--- config.mk ---
export PLATFORM = sky130hd
export DESIGN_NAME = mifd_decoder
export DESIGN_NICKNAME = d
export VERILOG_FILES = /design/src/core/mifd_pkg.sv /design/src/core/mifd_decoder.sv
export VERILOG_INCLUDE_DIRS = /design/src /design/src/core
export SDC_FILE = /design/constraint.sdc
export NUM_CORES = 1
export LEC_CHECK = 0
export BUFFER_PORTS_ARGS = -buffer_cell sky130_fd_sc_hd__buf_2
export CAP_MARGIN = 0
export CORE_AREA = 2 2 94 105
export CTS_CLUSTER_DIAMETER = 60
export DETAILED_ROUTE_END_ITERATION = 10
export DIE_AREA = 0 0 96 107
export MAX_ROUTING_LAYER = met4
export PLACE_DENSITY = 0.71
export SLEW_MARGIN = 20
export SYNTH_ARGS = -nofsm -noshare
export SYNTH_HDL_FRONTEND = slang
export SYNTH_SLANG_ARGS = --single-unit
--- constraint.sdc ---
create_clock -name clk_i -period 1.3 [get_ports clk_i]
set_input_delay 0.065 -clock clk_i [delete_from_list [all_inputs] [get_ports clk_i]]
set_output_delay 0.065 -clock clk_i [all_outputs]
set_load 0.05 [all_outputs]
--- src/core/mifd_consts.svh ---
// Constants for the micro-instruction field decoder: bus offsets, reset values,
// field masks and opcode values. Assumes inclusion by bare name.
`ifndef MIFD_CONSTS_SVH
`define MIFD_CONSTS_SVH
// ==========================================================================
// Register offsets (byte addresses on the 32-bit bus)
`define MIFD_OFF_CTRL 8'h00
`define MIFD_OFF_STATUS 8'h04
`define MIFD_OFF_MASK 8'h08
`define MIFD_OFF_STATE 8'h0C
`define MIFD_CTRL_RESET 8'h01
`define MIFD_MASK_RESET 4'h0
// ==========================================================================
// Status bit positions
`define MIFD_EV_SHUTDOWN 0
`define MIFD_EV_PARITY 1
`define MIFD_EV_ALARM 2
`define MIFD_EV_TEST 3
// ==========================================================================
// Micro-op classes, upper four instruction bits; load class upper three bits
`define MIFD_OP_DECODE 4'h0
`define MIFD_OP_BRANCH 4'h1
`define MIFD_OP_TEST 4'h2
`define MIFD_OP_COMMAND 4'h3
`define MIFD_OP_LOAD 3'h2
// ==========================================================================
// E field masks and values, and register codes
`define MIFD_E_CARRY_MASK 4'h3
`define MIFD_E_CARRY_IN 4'h2
`define MIFD_E_CARRY_OUT 4'h1
`define MIFD_E_CARRY_BOTH 4'h3
`define MIFD_E_FLAGS 4'h4
`define MIFD_E_NO_ACC 4'h8
`define MIFD_E_SHIFT_MASK 4'hC
`define MIFD_E_SHL 4'h8
`define MIFD_E_SHR 4'h4
`define MIFD_E_XSH 4'hC
`define MIFD_E_MEM_READ 4'h8
`define MIFD_E_COPY_FLAGS 4'h4
`define MIFD_E_CLEAR 4'h2
`define MIFD_E_PHASE 4'h1
`define MIFD_E_ADD_DEFAULT 4'h7
`define MIFD_E_LOAD_DEFAULT 4'h3
`define MIFD_REG_IO 4'hD
`define MIFD_REG_AR 4'h8
`define MIFD_REG_LOOP_COUNTER 4'hC
`define MIFD_REG_IRDEST 4'hB
`define MIFD_REG_LAST_BANKED 4'h2
// ==========================================================================
// Command field masks and values, and the mask of assigned test bits
`define MIFD_C_ARITH_MASK 12'hC00
`define MIFD_C_DIV 12'h800
`define MIFD_C_MPY 12'h400
`define MIFD_C_RPT 12'hC00
`define MIFD_C_MEM_MASK 12'h300
`define MIFD_C_MRD 12'h100
`define MIFD_C_MWR 12'h200
`define MIFD_C_PWR 12'h300
`define MIFD_C_BANK_MASK 12'h0C0
`define MIFD_C_BANK_CLR 12'h040
`define MIFD_C_BANK_SET 12'h080
`define MIFD_C_BANK_TGL 12'h0C0
`define MIFD_C_UT_MASK 12'h030
`define MIFD_C_UT_CLR 12'h010
`define MIFD_C_UT_SET 12'h020
`define MIFD_C_UT_TGL 12'h030
`define MIFD_C_WA_MASK 12'h00C
`define MIFD_C_WA_CLR 12'h004
`define MIFD_C_WA_SET 12'h008
`define MIFD_C_PAR_CLR 12'h002
`define MIFD_C_POWER 12'h001
`define MIFD_T_ASSIGNED 12'h7F8
`endif

--- src/core/mifd_pkg.sv ---
// Types for the micro-instruction field decoder.
// Assumes the constants header is compiled alongside.
package mifd_pkg;
    typedef logic [15:0] mifd_word_t;
    typedef logic [3:0] mifd_efield_t;
    typedef logic [11:0] mifd_cmd_t;
endpackage

--- src/core/mifd_decoder.sv ---
// Micro-instruction field decoder with a Wishbone register slave.
// Assumes a micro-instruction word on the same clock and asynchronous condition pins.
`timescale 1ns/10ps
`include "mifd_consts.svh"

// How it works
// - Add-class low E bits choose carry in, carry out, both or none.
// - Add-class E bit 0100 clear suppresses flags; bit 1000 drops the accumulator.
// - Load high E bits choose shift left, right, cross or plain transfer.
// - Load low E bits choose carries with the add-class patterns.
// - Decode E bits: memory read, flag copy, clear, phase change.
// - Branch condition zero tests loop counter not equal to one.
// - Branch condition bits select less, greater, overflow, carry in any mix.
// - Command bits C00 pick divide, multiply or repeat.
// - Command bits 300 start memory read, write or privileged write.
// - Command bits drive bank and spare flip-flops: clear, set, toggle.
// - Command bits request power down, clear parity latch, clear/set wait alarm.
// - Test field bits select the sampled conditions.
// - Test bits 800, 004, 002, 001 sample nothing.
// - Register codes map destination and source, with bank steering codes 0-2.
// - Immediate add and load forms take the default E field; other forms decode their own E bits.
module mifd_decoder (
    input wire logic clk_i,
    input wire logic rst_i,
    input wire logic [7:0] wb_adr_i,
    input wire logic [31:0] wb_dat_i,
    input wire logic [3:0] wb_sel_i,
    input wire logic wb_we_i,
    input wire logic wb_cyc_i,
    input wire logic wb_stb_i,
    output logic wb_ack_o,
    output logic [31:0] wb_dat_o,
    output logic irq_o,
    input wire logic [15:0] instr_i,
    input wire logic instr_valid_i,
    input wire logic flag_lt_i,
    input wire logic flag_gt_i,
    input wire logic flag_ovf_i,
    input wire logic flag_carry_i,
    input wire logic loop_count_not_one_i,
    input wire logic io_interrupt_pin_i,
    input wire logic auto_restart_pin_i,
    input wire logic console_interrupt_pin_i,
    input wire logic single_step_pin_i,
    input wire logic primary_power_fail_pin_i,
    input wire logic fast_io_pin_i,
    input wire logic memory_parity_error_pin_i,
    output logic carry_in_o,
    output logic carry_out_o,
    output logic flags_suppress_o,
    output logic skip_accumulator_operand_o,
    output logic shift_left_o,
    output logic shift_right_o,
    output logic cross_shift_o,
    output logic io_address_qualifier_o,
    output logic io_word_ready_o,
    output logic io_command_o,
    output logic io_acknowledge_o,
    output logic io_data_request_o,
    output logic io_status_request_o,
    output logic memory_read_o,
    output logic copy_flags_o,
    output logic zero_out_o,
    output logic phase_advance_o,
    output logic branch_taken_o,
    output logic [7:0] branch_target_o,
    output logic divide_o,
    output logic multiply_step_o,
    output logic repeat_op_o,
    output logic mem_cycle_read_o,
    output logic memory_write_o,
    output logic protected_write_o,
    output logic bank_o,
    output logic spare_flag_o,
    output logic wait_alarm_o,
    output logic memory_parity_error_o,
    output logic shutdown_request_o,
    output logic parity_error_clear_o,
    output logic test_hit_o,
    output logic [3:0] dest_code_o,
    output logic [3:0] source_code_o,
    output logic dest_scratch_o,
    output logic source_scratch_o,
    output logic source_null_o,
    output logic source_ir_dest_field_o,
    output logic dest_io_o,
    output logic source_io_o
);
    // ======================================================================
    // Condition pin synchronisers
    localparam int NPIN = 7;
    logic [NPIN-1:0] pin_raw;
    logic [NPIN-1:0] pin_ok;
    assign pin_raw = {io_interrupt_pin_i, auto_restart_pin_i, console_interrupt_pin_i,
                      single_step_pin_i, primary_power_fail_pin_i, fast_io_pin_i,
                      memory_parity_error_pin_i};
    for (genvar g = 0; g < NPIN; g++) begin : g_sync
        logic s1;
        logic s2;
        logic s3;
        always_ff @(posedge clk_i) begin
            if (rst_i) begin
                s1 <= 1'b0;
                s2 <= 1'b0;
                s3 <= 1'b0;
                pin_ok[g] <= 1'b0;
            end else begin
                s1 <= pin_raw[g];
                s2 <= s1;
                s3 <= s2;
                if (s2 == s3) begin
                    pin_ok[g] <= s3;
                end
            end
        end
    end

    // ======================================================================
    // Field decode
    logic en;
    logic take;
    logic [3:0] op;
    mifd_pkg::mifd_efield_t e;
    mifd_pkg::mifd_cmd_t cf;
    logic is_add;
    logic is_load;
    logic is_dec;
    logic is_cmd;
    logic is_tst;
    logic is_br;
    logic [3:0] cc;
    logic br_hit;
    logic [11:0] tvec;
    assign take = en && instr_valid_i;
    assign op = instr_i[15:12];
    assign cf = instr_i[11:0];
    assign cc = instr_i[11:8];
    assign is_add = take && (op[3] || op[3:1] == 3'h3);
    assign is_load = take && (op[3:1] == `MIFD_OP_LOAD);
    assign is_dec = take && (op == `MIFD_OP_DECODE);
    assign is_cmd = take && (op == `MIFD_OP_COMMAND);
    assign is_tst = take && (op == `MIFD_OP_TEST);
    assign is_br = take && (op == `MIFD_OP_BRANCH);
    // Immediate forms carry a constant instead of an E field; default E applies.
    always_comb begin
        e = instr_i[3:0];
        if (is_add && op[0]) begin
            e = `MIFD_E_ADD_DEFAULT;
        end else if (is_load && op[0]) begin
            e = `MIFD_E_LOAD_DEFAULT;
        end
    end
    // Condition zero means the loop counter test; other bits combine as any-of.
    assign br_hit = (cc == 4'h0) ? loop_count_not_one_i
                  : |(cc & {flag_carry_i, flag_ovf_i, flag_gt_i, flag_lt_i});
    // Unassigned test bits carry constant zero.
    assign tvec = {1'b0, pin_ok[6], pin_ok[5], pin_ok[4], pin_ok[3], spare_flag_o,
                   memory_parity_error_o, pin_ok[2], pin_ok[1], 3'h0};

    logic ld_shift;
    logic ld_io_d;
    logic ld_io_s;
    assign ld_shift = is_load || is_add;
    assign ld_io_d = is_load && instr_i[11:8] == `MIFD_REG_IO;
    assign ld_io_s = is_load && !op[0] && instr_i[7:4] == `MIFD_REG_IO;

    // ======================================================================
    // Datapath control strobes, one cycle after the word is presented
    always_ff @(posedge clk_i) begin
        if (rst_i) begin
            carry_in_o <= 1'b0;
            carry_out_o <= 1'b0;
            flags_suppress_o <= 1'b0;
            skip_accumulator_operand_o <= 1'b0;
            shift_left_o <= 1'b0;
            shift_right_o <= 1'b0;
            cross_shift_o <= 1'b0;
        end else begin
            carry_in_o <= ld_shift && (e & `MIFD_E_CARRY_MASK) inside
                {`MIFD_E_CARRY_IN, `MIFD_E_CARRY_BOTH};
            carry_out_o <= ld_shift && (e & `MIFD_E_CARRY_MASK) inside
                {`MIFD_E_CARRY_OUT, `MIFD_E_CARRY_BOTH};
            flags_suppress_o <= is_add && (e & `MIFD_E_FLAGS) == 4'h0;
            skip_accumulator_operand_o <= is_add && (e & `MIFD_E_NO_ACC) == `MIFD_E_NO_ACC;
            shift_left_o <= is_load && (e & `MIFD_E_SHIFT_MASK) == `MIFD_E_SHL;
            shift_right_o <= is_load && (e & `MIFD_E_SHIFT_MASK) == `MIFD_E_SHR;
            cross_shift_o <= is_load && (e & `MIFD_E_SHIFT_MASK) == `MIFD_E_XSH;
        end
    end

    always_ff @(posedge clk_i) begin
        if (rst_i) begin
            io_address_qualifier_o <= 1'b0;
            io_word_ready_o <= 1'b0;
            io_command_o <= 1'b0;
            io_acknowledge_o <= 1'b0;
            io_data_request_o <= 1'b0;
            io_status_request_o <= 1'b0;
            memory_read_o <= 1'b0;
            copy_flags_o <= 1'b0;
            zero_out_o <= 1'b0;
            phase_advance_o <= 1'b0;
        end else begin
            io_address_qualifier_o <= ld_io_d && e[1:0] == 2'h1;
            io_word_ready_o <= ld_io_d && e[1:0] == 2'h2;
            io_command_o <= ld_io_d && e[1:0] == 2'h3;
            io_acknowledge_o <= ld_io_s && e[1:0] == 2'h1;
            io_data_request_o <= ld_io_s && e[1:0] == 2'h2;
            io_status_request_o <= ld_io_s && e[1:0] == 2'h3;
            memory_read_o <= is_dec && |(e & `MIFD_E_MEM_READ);
            copy_flags_o <= is_dec && |(e & `MIFD_E_COPY_FLAGS);
            zero_out_o <= is_dec && |(e & `MIFD_E_CLEAR);
            phase_advance_o <= is_dec && |(e & `MIFD_E_PHASE);
        end
    end

    always_ff @(posedge clk_i) begin
        if (rst_i) begin
            branch_taken_o <= 1'b0;
            branch_target_o <= 8'h00;
            test_hit_o <= 1'b0;
            divide_o <= 1'b0;
            multiply_step_o <= 1'b0;
            repeat_op_o <= 1'b0;
            mem_cycle_read_o <= 1'b0;
            memory_write_o <= 1'b0;
            protected_write_o <= 1'b0;
            shutdown_request_o <= 1'b0;
            parity_error_clear_o <= 1'b0;
        end else begin
            branch_taken_o <= is_br && br_hit;
            branch_target_o <= is_br ? instr_i[7:0] : 8'h00;
            test_hit_o <= is_tst && |(cf & tvec);
            divide_o <= is_cmd && (cf & `MIFD_C_ARITH_MASK) == `MIFD_C_DIV;
            multiply_step_o <= is_cmd && (cf & `MIFD_C_ARITH_MASK) == `MIFD_C_MPY;
            repeat_op_o <= is_cmd && (cf & `MIFD_C_ARITH_MASK) == `MIFD_C_RPT;
            mem_cycle_read_o <= is_cmd && (cf & `MIFD_C_MEM_MASK) == `MIFD_C_MRD;
            memory_write_o <= is_cmd && (cf & `MIFD_C_MEM_MASK) == `MIFD_C_MWR;
            protected_write_o <= is_cmd && (cf & `MIFD_C_MEM_MASK) == `MIFD_C_PWR;
            shutdown_request_o <= is_cmd && |(cf & `MIFD_C_POWER);
            parity_error_clear_o <= is_cmd && |(cf & `MIFD_C_PAR_CLR);
        end
    end

    // ======================================================================
    // Command-driven flip-flops
    always_ff @(posedge clk_i) begin
        if (rst_i) begin
            bank_o <= 1'b0;
            spare_flag_o <= 1'b0;
            wait_alarm_o <= 1'b0;
        end else if (is_cmd) begin
            unique case (cf & `MIFD_C_BANK_MASK)
                `MIFD_C_BANK_CLR: bank_o <= 1'b0;
                `MIFD_C_BANK_SET: bank_o <= 1'b1;
                `MIFD_C_BANK_TGL: bank_o <= !bank_o;
                default: bank_o <= bank_o;
            endcase
            unique case (cf & `MIFD_C_UT_MASK)
                `MIFD_C_UT_CLR: spare_flag_o <= 1'b0;
                `MIFD_C_UT_SET: spare_flag_o <= 1'b1;
                `MIFD_C_UT_TGL: spare_flag_o <= !spare_flag_o;
                default: spare_flag_o <= spare_flag_o;
            endcase
            if ((cf & `MIFD_C_WA_MASK) == `MIFD_C_WA_CLR) begin
                wait_alarm_o <= 1'b0;
            end else if ((cf & `MIFD_C_WA_MASK) == `MIFD_C_WA_SET) begin
                wait_alarm_o <= 1'b1;
            end
        end
    end

    // A parity error arriving with the clear command stays latched.
    always_ff @(posedge clk_i) begin
        if (rst_i) begin
            memory_parity_error_o <= 1'b0;
        end else if (pin_ok[0]) begin
            memory_parity_error_o <= 1'b1;
        end else if (is_cmd && |(cf & `MIFD_C_PAR_CLR)) begin
            memory_parity_error_o <= 1'b0;
        end
    end

    // ======================================================================
    // Register code steering
    always_ff @(posedge clk_i) begin
        if (rst_i) begin
            dest_code_o <= 4'h0;
            source_code_o <= 4'h0;
            dest_scratch_o <= 1'b0;
            source_scratch_o <= 1'b0;
            source_null_o <= 1'b0;
            source_ir_dest_field_o <= 1'b0;
            dest_io_o <= 1'b0;
            source_io_o <= 1'b0;
        end else begin
            dest_code_o <= instr_i[11:8];
            source_code_o <= instr_i[7:4];
            dest_scratch_o <= bank_o && instr_i[11:8] <= `MIFD_REG_LAST_BANKED;
            source_scratch_o <= bank_o && instr_i[7:4] <= `MIFD_REG_LAST_BANKED;
            source_null_o <= instr_i[7:4] inside {`MIFD_REG_AR, `MIFD_REG_LOOP_COUNTER};
            source_ir_dest_field_o <= instr_i[7:4] == `MIFD_REG_IRDEST;
            dest_io_o <= instr_i[11:8] == `MIFD_REG_IO;
            source_io_o <= instr_i[7:4] == `MIFD_REG_IO;
        end
    end

    // ======================================================================
    // Wishbone slave, interrupt status and mask
    logic [7:0] ctrl;
    logic [3:0] status;
    logic [3:0] mask;
    logic [3:0] events;
    logic acc;
    logic rd_status;
    logic wa_prev;
    assign en = ctrl[0];
    assign acc = wb_cyc_i && wb_stb_i && !wb_ack_o;
    assign rd_status = acc && !wb_we_i && wb_adr_i == `MIFD_OFF_STATUS;
    assign events = {test_hit_o, wait_alarm_o && !wa_prev,
                     pin_ok[0], shutdown_request_o};

    always_ff @(posedge clk_i) begin
        if (rst_i) begin
            wb_ack_o <= 1'b0;
            wb_dat_o <= 32'h0000_0000;
            ctrl <= `MIFD_CTRL_RESET;
            mask <= `MIFD_MASK_RESET;
        end else begin
            wb_ack_o <= acc;
            wb_dat_o <= 32'h0000_0000;
            if (acc && wb_we_i && wb_sel_i[0]) begin
                if (wb_adr_i == `MIFD_OFF_CTRL) begin
                    ctrl <= wb_dat_i[7:0];
                end
                if (wb_adr_i == `MIFD_OFF_MASK) begin
                    mask <= wb_dat_i[3:0];
                end
            end
            if (acc && !wb_we_i) begin
                unique case (wb_adr_i)
                    `MIFD_OFF_CTRL: wb_dat_o <= {24'h00_0000, ctrl};
                    `MIFD_OFF_STATUS: wb_dat_o <= {28'h000_0000, status};
                    `MIFD_OFF_MASK: wb_dat_o <= {28'h000_0000, mask};
                    `MIFD_OFF_STATE: wb_dat_o <= {28'h000_0000, memory_parity_error_o,
                                                  wait_alarm_o, spare_flag_o, bank_o};
                    default: wb_dat_o <= 32'h0000_0000;
                endcase
            end
        end
    end

    // A new event in the read cycle survives the clear.
    always_ff @(posedge clk_i) begin
        if (rst_i) begin
            status <= 4'h0;
            irq_o <= 1'b0;
            wa_prev <= 1'b0;
        end else begin
            wa_prev <= wait_alarm_o;
            status <= (rd_status ? 4'h0 : status) | events;
            irq_o <= |(((rd_status ? 4'h0 : status) | events) & mask);
        end
    end
endmodule

Word-level counts from Yosys, hierarchy flattened
Cells that the tools add are included.
{"block": "word_totals", "register_bits": 132, "output_inout_bits": 87, "input_bits": 78}
{"block": "op_classes", "n_mux": 11, "order_cmp": 2, "reduce_logical": 77, "n_eq_ne": 40, "bitwise": 6}
{"op": "$logic_and A1 B1 Y1", "n": 48}
{"op": "$pmux W8 S4", "n": 1}
{"op": "$eq A2 B2 Y1 const B", "n": 13}
{"op": "$eq A4 B4 Y1 const B", "n": 5}
{"op": "$eq A8 B4 Y1 const B", "n": 2}
{"op": "$eq A2 B1 Y1 const B", "n": 7}
{"op": "$and A12 B11 Y12", "n": 1}
{"op": "$logic_not A4 Y1", "n": 3}
{"op": "$mux W4", "n": 3}
{"op": "$reduce_or A12 Y1", "n": 1}
{"op": "$reduce_and A2 Y1", "n": 5}
{"op": "$reduce_bool A2 Y1", "n": 5}
{"op": "$and A4 B4 Y4", "n": 2}
{"op": "$eq A4 B2 Y1 const B", "n": 2}
{"op": "$eq A8 B3 Y1 const B", "n": 1}
{"op": "$le A4 B2 Y1 const B", "n": 2}
{"op": "$logic_not A8 Y1", "n": 1}
{"op": "$reduce_or A4 Y1", "n": 2}
{"op": "$eq A1 B1 Y1", "n": 7}
{"op": "$eq A3 B2 Y1 const B", "n": 2}
{"op": "$logic_not A1 Y1", "n": 6}
{"op": "$pmux W1 S3", "n": 2}
{"op": "$reduce_bool A3 Y1", "n": 2}
{"op": "$mux W1", "n": 5}
{"op": "other kinds (5)", "n": 8}

Depth between registers and ports, before layout
{"block": "depth", "depth_word": 8, "mapped_depth": 5}

Least setup slack after synthesis
OpenSTA, ideal clock, no wires.
{"block": "synth_timing", "path_type": "flip-flop to flip-flop", "start": "register wb_ack_o", "end": "register ctrl[0]", "arrival_ns": 1.488, "path_stages_with_launch": 5, "setup_ns": 0.120, "slack_ns": -0.307, "synth_period_minus_slack_ns": 1.607, "cell_sequence": "dfxtp_1 -> and3b_1 -> clkbuf_1 -> nand4_4 -> a211o_1"}
{"block": "synth_via", "elab_chain_len": 5}
{"element": "from (decl)", "line_no": "mifd_decoder.sv:31", "rtl": "output logic wb_ack_o,"}
{"element": "from (signal assigned)", "line_no": "mifd_decoder.sv:325", "rtl": "wb_ack_o <= 1'b0;"}
{"element": "from (signal assigned)", "line_no": "mifd_decoder.sv:330", "rtl": "wb_ack_o <= acc;"}
{"element": "$logic_not A1 Y1", "line_no": "mifd_decoder.sv:318", "rtl": "assign acc = wb_cyc_i && wb_stb_i && !wb_ack_o;"}
{"element": "$logic_and A1 B1 Y1", "line_no": "mifd_decoder.sv:318"}
{"element": "$logic_and A1 B1 Y1 (2 in a row)", "line_no": "mifd_decoder.sv:332", "rtl": "if (acc && wb_we_i && wb_sel_i[0]) begin"}
{"element": "$reduce_and A2 Y1 (no source line)"}
{"element": "to (signal assigned)", "line_no": "mifd_decoder.sv:327", "rtl": "ctrl <= `MIFD_CTRL_RESET;"}
{"element": "to (signal assigned)", "line_no": "mifd_decoder.sv:334", "rtl": "ctrl <= wb_dat_i[7:0];"}
{"element": "to (decl)", "line_no": "mifd_decoder.sv:310", "rtl": "logic [7:0] ctrl;"}
Every way passes these cells.
A chain may end at the register's enable or synchronous reset.

Final worst setup path
{"block": "layout_timing", "start": "register wb_ack_o", "end": "register irq_o"}
{"block": "layout_via", "elab_chain_len": 8}
{"element": "$logic_not A1 Y1", "line_no": "mifd_decoder.sv:318"}
{"element": "$logic_and A1 B1 Y1", "line_no": "mifd_decoder.sv:318"}
{"element": "$logic_and A1 B1 Y1", "line_no": "mifd_decoder.sv:319", "rtl": "assign rd_status = acc && !wb_we_i && wb_adr_i == `MIFD_OFF_STATUS;"}
{"element": "$logic_and A1 B1 Y1 (no source line)"}
{"element": "$mux W4", "line_no": "mifd_decoder.sv:362", "rtl": "irq_o <= |(((rd_status ? 4'h0 : status) | events) & mask);"}
{"element": "$or A4 B4 Y4", "line_no": "mifd_decoder.sv:362"}
{"element": "$and A4 B4 Y4", "line_no": "mifd_decoder.sv:362"}
{"element": "$reduce_or A4 Y1", "line_no": "mifd_decoder.sv:362"}
{"element": "to (signal assigned)", "line_no": "mifd_decoder.sv:362"}
{"element": "to (decl)", "line_no": "mifd_decoder.sv:33", "rtl": "output logic irq_o,"}
Every way passes these cells.

==> key figures <==
Die
  • Die H: 107 µm
  • Ports: 165
  • Initial Utilization: 0.410
  • Cell Rows: 37
  • Die footprint: 0.0103 mm²
  • CORE AREA: slightly above 0.009 mm²
  • Chip width: 96 µm

Synthesis
  • YS warnings: 0
  • Number of distinct library cells after synthesis: 46
  • Synth top area cells: dfxtp_1 57%, nor2b_1 6.1%, buf_4 4.8%
  • EDFF count, synth: 0
  • FF+latch count, synth: ~110
  • FFs w/ async S/R, synth: 0
  • Register area share after synthesis: 0.572
  • Syn Inst Count: around 360
  • Area leader, netlist: dfxtp_1
  • Ys flop type: dfxtp_1
  • Top cell type's share of synthesized area: 0.572
  • Syn_area_per_cell: 10.6 µm²
  • Mapped Area: approximately 0.0038 mm²

STA
  • Worst hold slack: 0.00793 ns
  • Final worst slack: -0.00353 ns
  • Unrepaired setup endpoints after global routing: true
  • Tmin final: 1.30 ns
  • Fmax achieved: 767 MHz
  • Worst Skew: 0.00499 ns
  • Final setup vio count: 2
  • Final period util: 1.00
  • Slew Limit Fails: 0
  • Final hold viol count: 0

Finish
  • Area Growth Syn to Fin: 35.4%
  • Diodes inserted: 0
  • NumNets Final: between 600 and 700
  • Fin util: 0.555
  • Final instance area: approximately 0.0051 mm²
  • Layout cells sized above 1: 0.345

Pwr
  • Sequential power share: 0.568
  • Switching part of the total: 0.275
  • Switch Pwr: 1.64 mW
  • Pwr Total: 5.94 mW
  • Comb pwr share: 0.118
  • Pwr/cell area: 1160 mW/mm²
  • Leakage dissipation: 2.37 nW
  • Max VDD drop: 645 µV
  • Clock share of power: 0.313
  • Internal power: 4.31 mW

Drt
  • Via Count: ~3,100
  • Starting DRC count in detailed routing: 131
  • Drt pass-1 iters: 4
  • Wirelength per Cell: 14.1 µm
  • Via density: 4.74
  • WL final: between 9000 and 10,000 µm
  • DRC viols: 0
  • Final ANT Viol Nets: 0

GRT
  • Initial antenna violation count: 0
  • Total Routing Usage GR: 0.184
  • Vias in the first global route: slightly below 3,000
  • Total grt overflow: 0
  • First-pass GRT wire length: 13,800 µm
  • Largest net degree at the start of global routing: 28

Placed design
  • Port Buffers: 113
  • Post-place setup slack: -0.0685 ns
  • Post-DP HPWL: 6370 µm
  • GPL Wtd Cong: 0.854
  • Post-Place Cell Area: 0.00452 mm²

Setup path
  • Req. time, crit path: 1.54 ns
  • FF-to-FF Start: wb_ack_o
  • R2r worst-path depth: 5
  • Crit Path Class: flop to flop
  • Worst EP arrival: 1.54 ns
  • CP Capture Type: flop
  • Worst setup SP type: flop
  • Crit path max fanout: 4
  • Setup crit start: wb_ack_o

Clock network
  • Num Clock Sinks: 108
  • Num CTS Buffers: 9
  • Clock transition at the registers of the reported paths: 0.10 ns
  • H-tree depth: 3
  • CTS tree: done
  • Clock Latency Late Sink: between 0.3 and 0.4 ns
  • CTS Buffer Depth: 2
  • CTS Root Cell: clkbuf_8

Min path
  • HP Class: primary input to flop
  • Hold depth: 3
  • Hold Crit Start: flag_ovf_i

Status
  • Failing checks: setup timing
  • Status: finished with violations

Flow run
  • Number of max-cap violations: 0
[metrics by stage]
stage | std cells | TNS, ns
floorplan | 381 | -0.214
global placement | 598 | -0.104
detailed placement | 598 | -0.329
CTS | 645 | 0
global route | 645 | -0.827
finish | 645 | -0.00465
[cells in the mapped netlist (5+ instances only)]
master	n
dfxtp_1	108
nor2_1	37
nand2_1	14
clkbuf_1	9
inv_1	7
nor2b_1	37
nor3_1	5
nor3b_1	6
and3_1	7
and2_1	14
o21ai_0	8
buf_4	24
nand2b_1	5
mux2i_1	11
a21oi_1	14
[state kept, by name, indices dropped and copies added, names as in the netlist, 4 cells and up]
| signal | cells |
|---|---|
| mask | 4 |
| g_sync.s3 | 7 |
| branch_target_o | 8 |
| ctrl | 8 |
| source_code_o | 4 |
| pin_ok | 6 |
| wb_dat_o | 8 |
| g_sync.s1 | 7 |
| g_sync.s2 | 7 |
| status | 4 |
| dest_code_o | 4 |
[layout make-up]
cell class	instances	area [µm²]
clock buffer	9	124
fill	823	4100
sequential	108	2170
clock inverter	6	50.0
inverter	7	26.3
multi-input combinational	231	1550
timing repair buffer	167	1050
tap	117	146
[cell usage in the layout, fill, tap and decap left out, types with 5 or more instances in the layout]
cell           instances
buf_2                113
mux2i_1               11
nor2_1                35
nand2b_1               5
nor2b_1               35
nand2_1               14
o21ai_0                7
inv_1                  7
conb_1                24
buf_4                 22
dlygate4sd3_1         29
clkbuf_8               9
and3_1                 5
and2_1                14
a21oi_1               14
dfxtp_1              106
[logic make-up after synthesis]
logic type | after synthesis | synth area share
and+or+nand+nor | 148 | 0.231
muxes | 15 | 0.0530
buffers and inverters | 43 | 0.0675
adders and majority gates | 1 | 0.00331
DFF | 108 | 0.572
AOI/OAI and AO/OA | 42 | 0.0722
other | 1 | 0.000992
[power groups by stage]
stage / clock network [mW] / logic (mW) / registers, mW
2_1_floorplan: 0 / 0.361 / 3.55
3_3_place_gp: 0 / 0.594 / 3.45
3_5_place_dp: 0 / 0.604 / 3.46
4_1_cts: 1.92 / 0.684 / 3.38
5_1_grt: 2.04 / 0.754 / 3.39
6_report: 1.86 / 0.704 / 3.38
[path summary, 6_finish.rpt]
check / slack (ns) / to
setup / recovery: -0.004 / irq_o
hold reg to reg: 0.44 / g_sync[6].s2
hold / removal: 0.008 / branch_taken_o
setup reg to reg: -0.004 / irq_o
[routing by layer]
metal,track usage,share of wire
met4,0.0918,0.025
met5,-,0
met1,0.196,0.40
met2,0.319,0.52
met3,0.0379,0.058
[repair_timing]
| item | in CTS | in global routing |
|---|---|---|
| setup buffers | 2 | 0 |
| pin swaps | 2 | 8 |
| gates resized for setup | 5 | 19 |
| endpoints found under the hold margin | 48 | 0 |
| hold buffers | 29 | 0 |
| setup endpoints to repair | 26 | 36 |
| gates cloned | 1 | 0 |
[critical path, stage by stage (launching register included)]
cell      delay, ns
dfxtp_4        0.35
and3b_2        0.27
buf_6          0.12
nand4_1        0.18
nand2_1        0.11
o221ai_1       0.13
(Power assumes the default switching activity.)
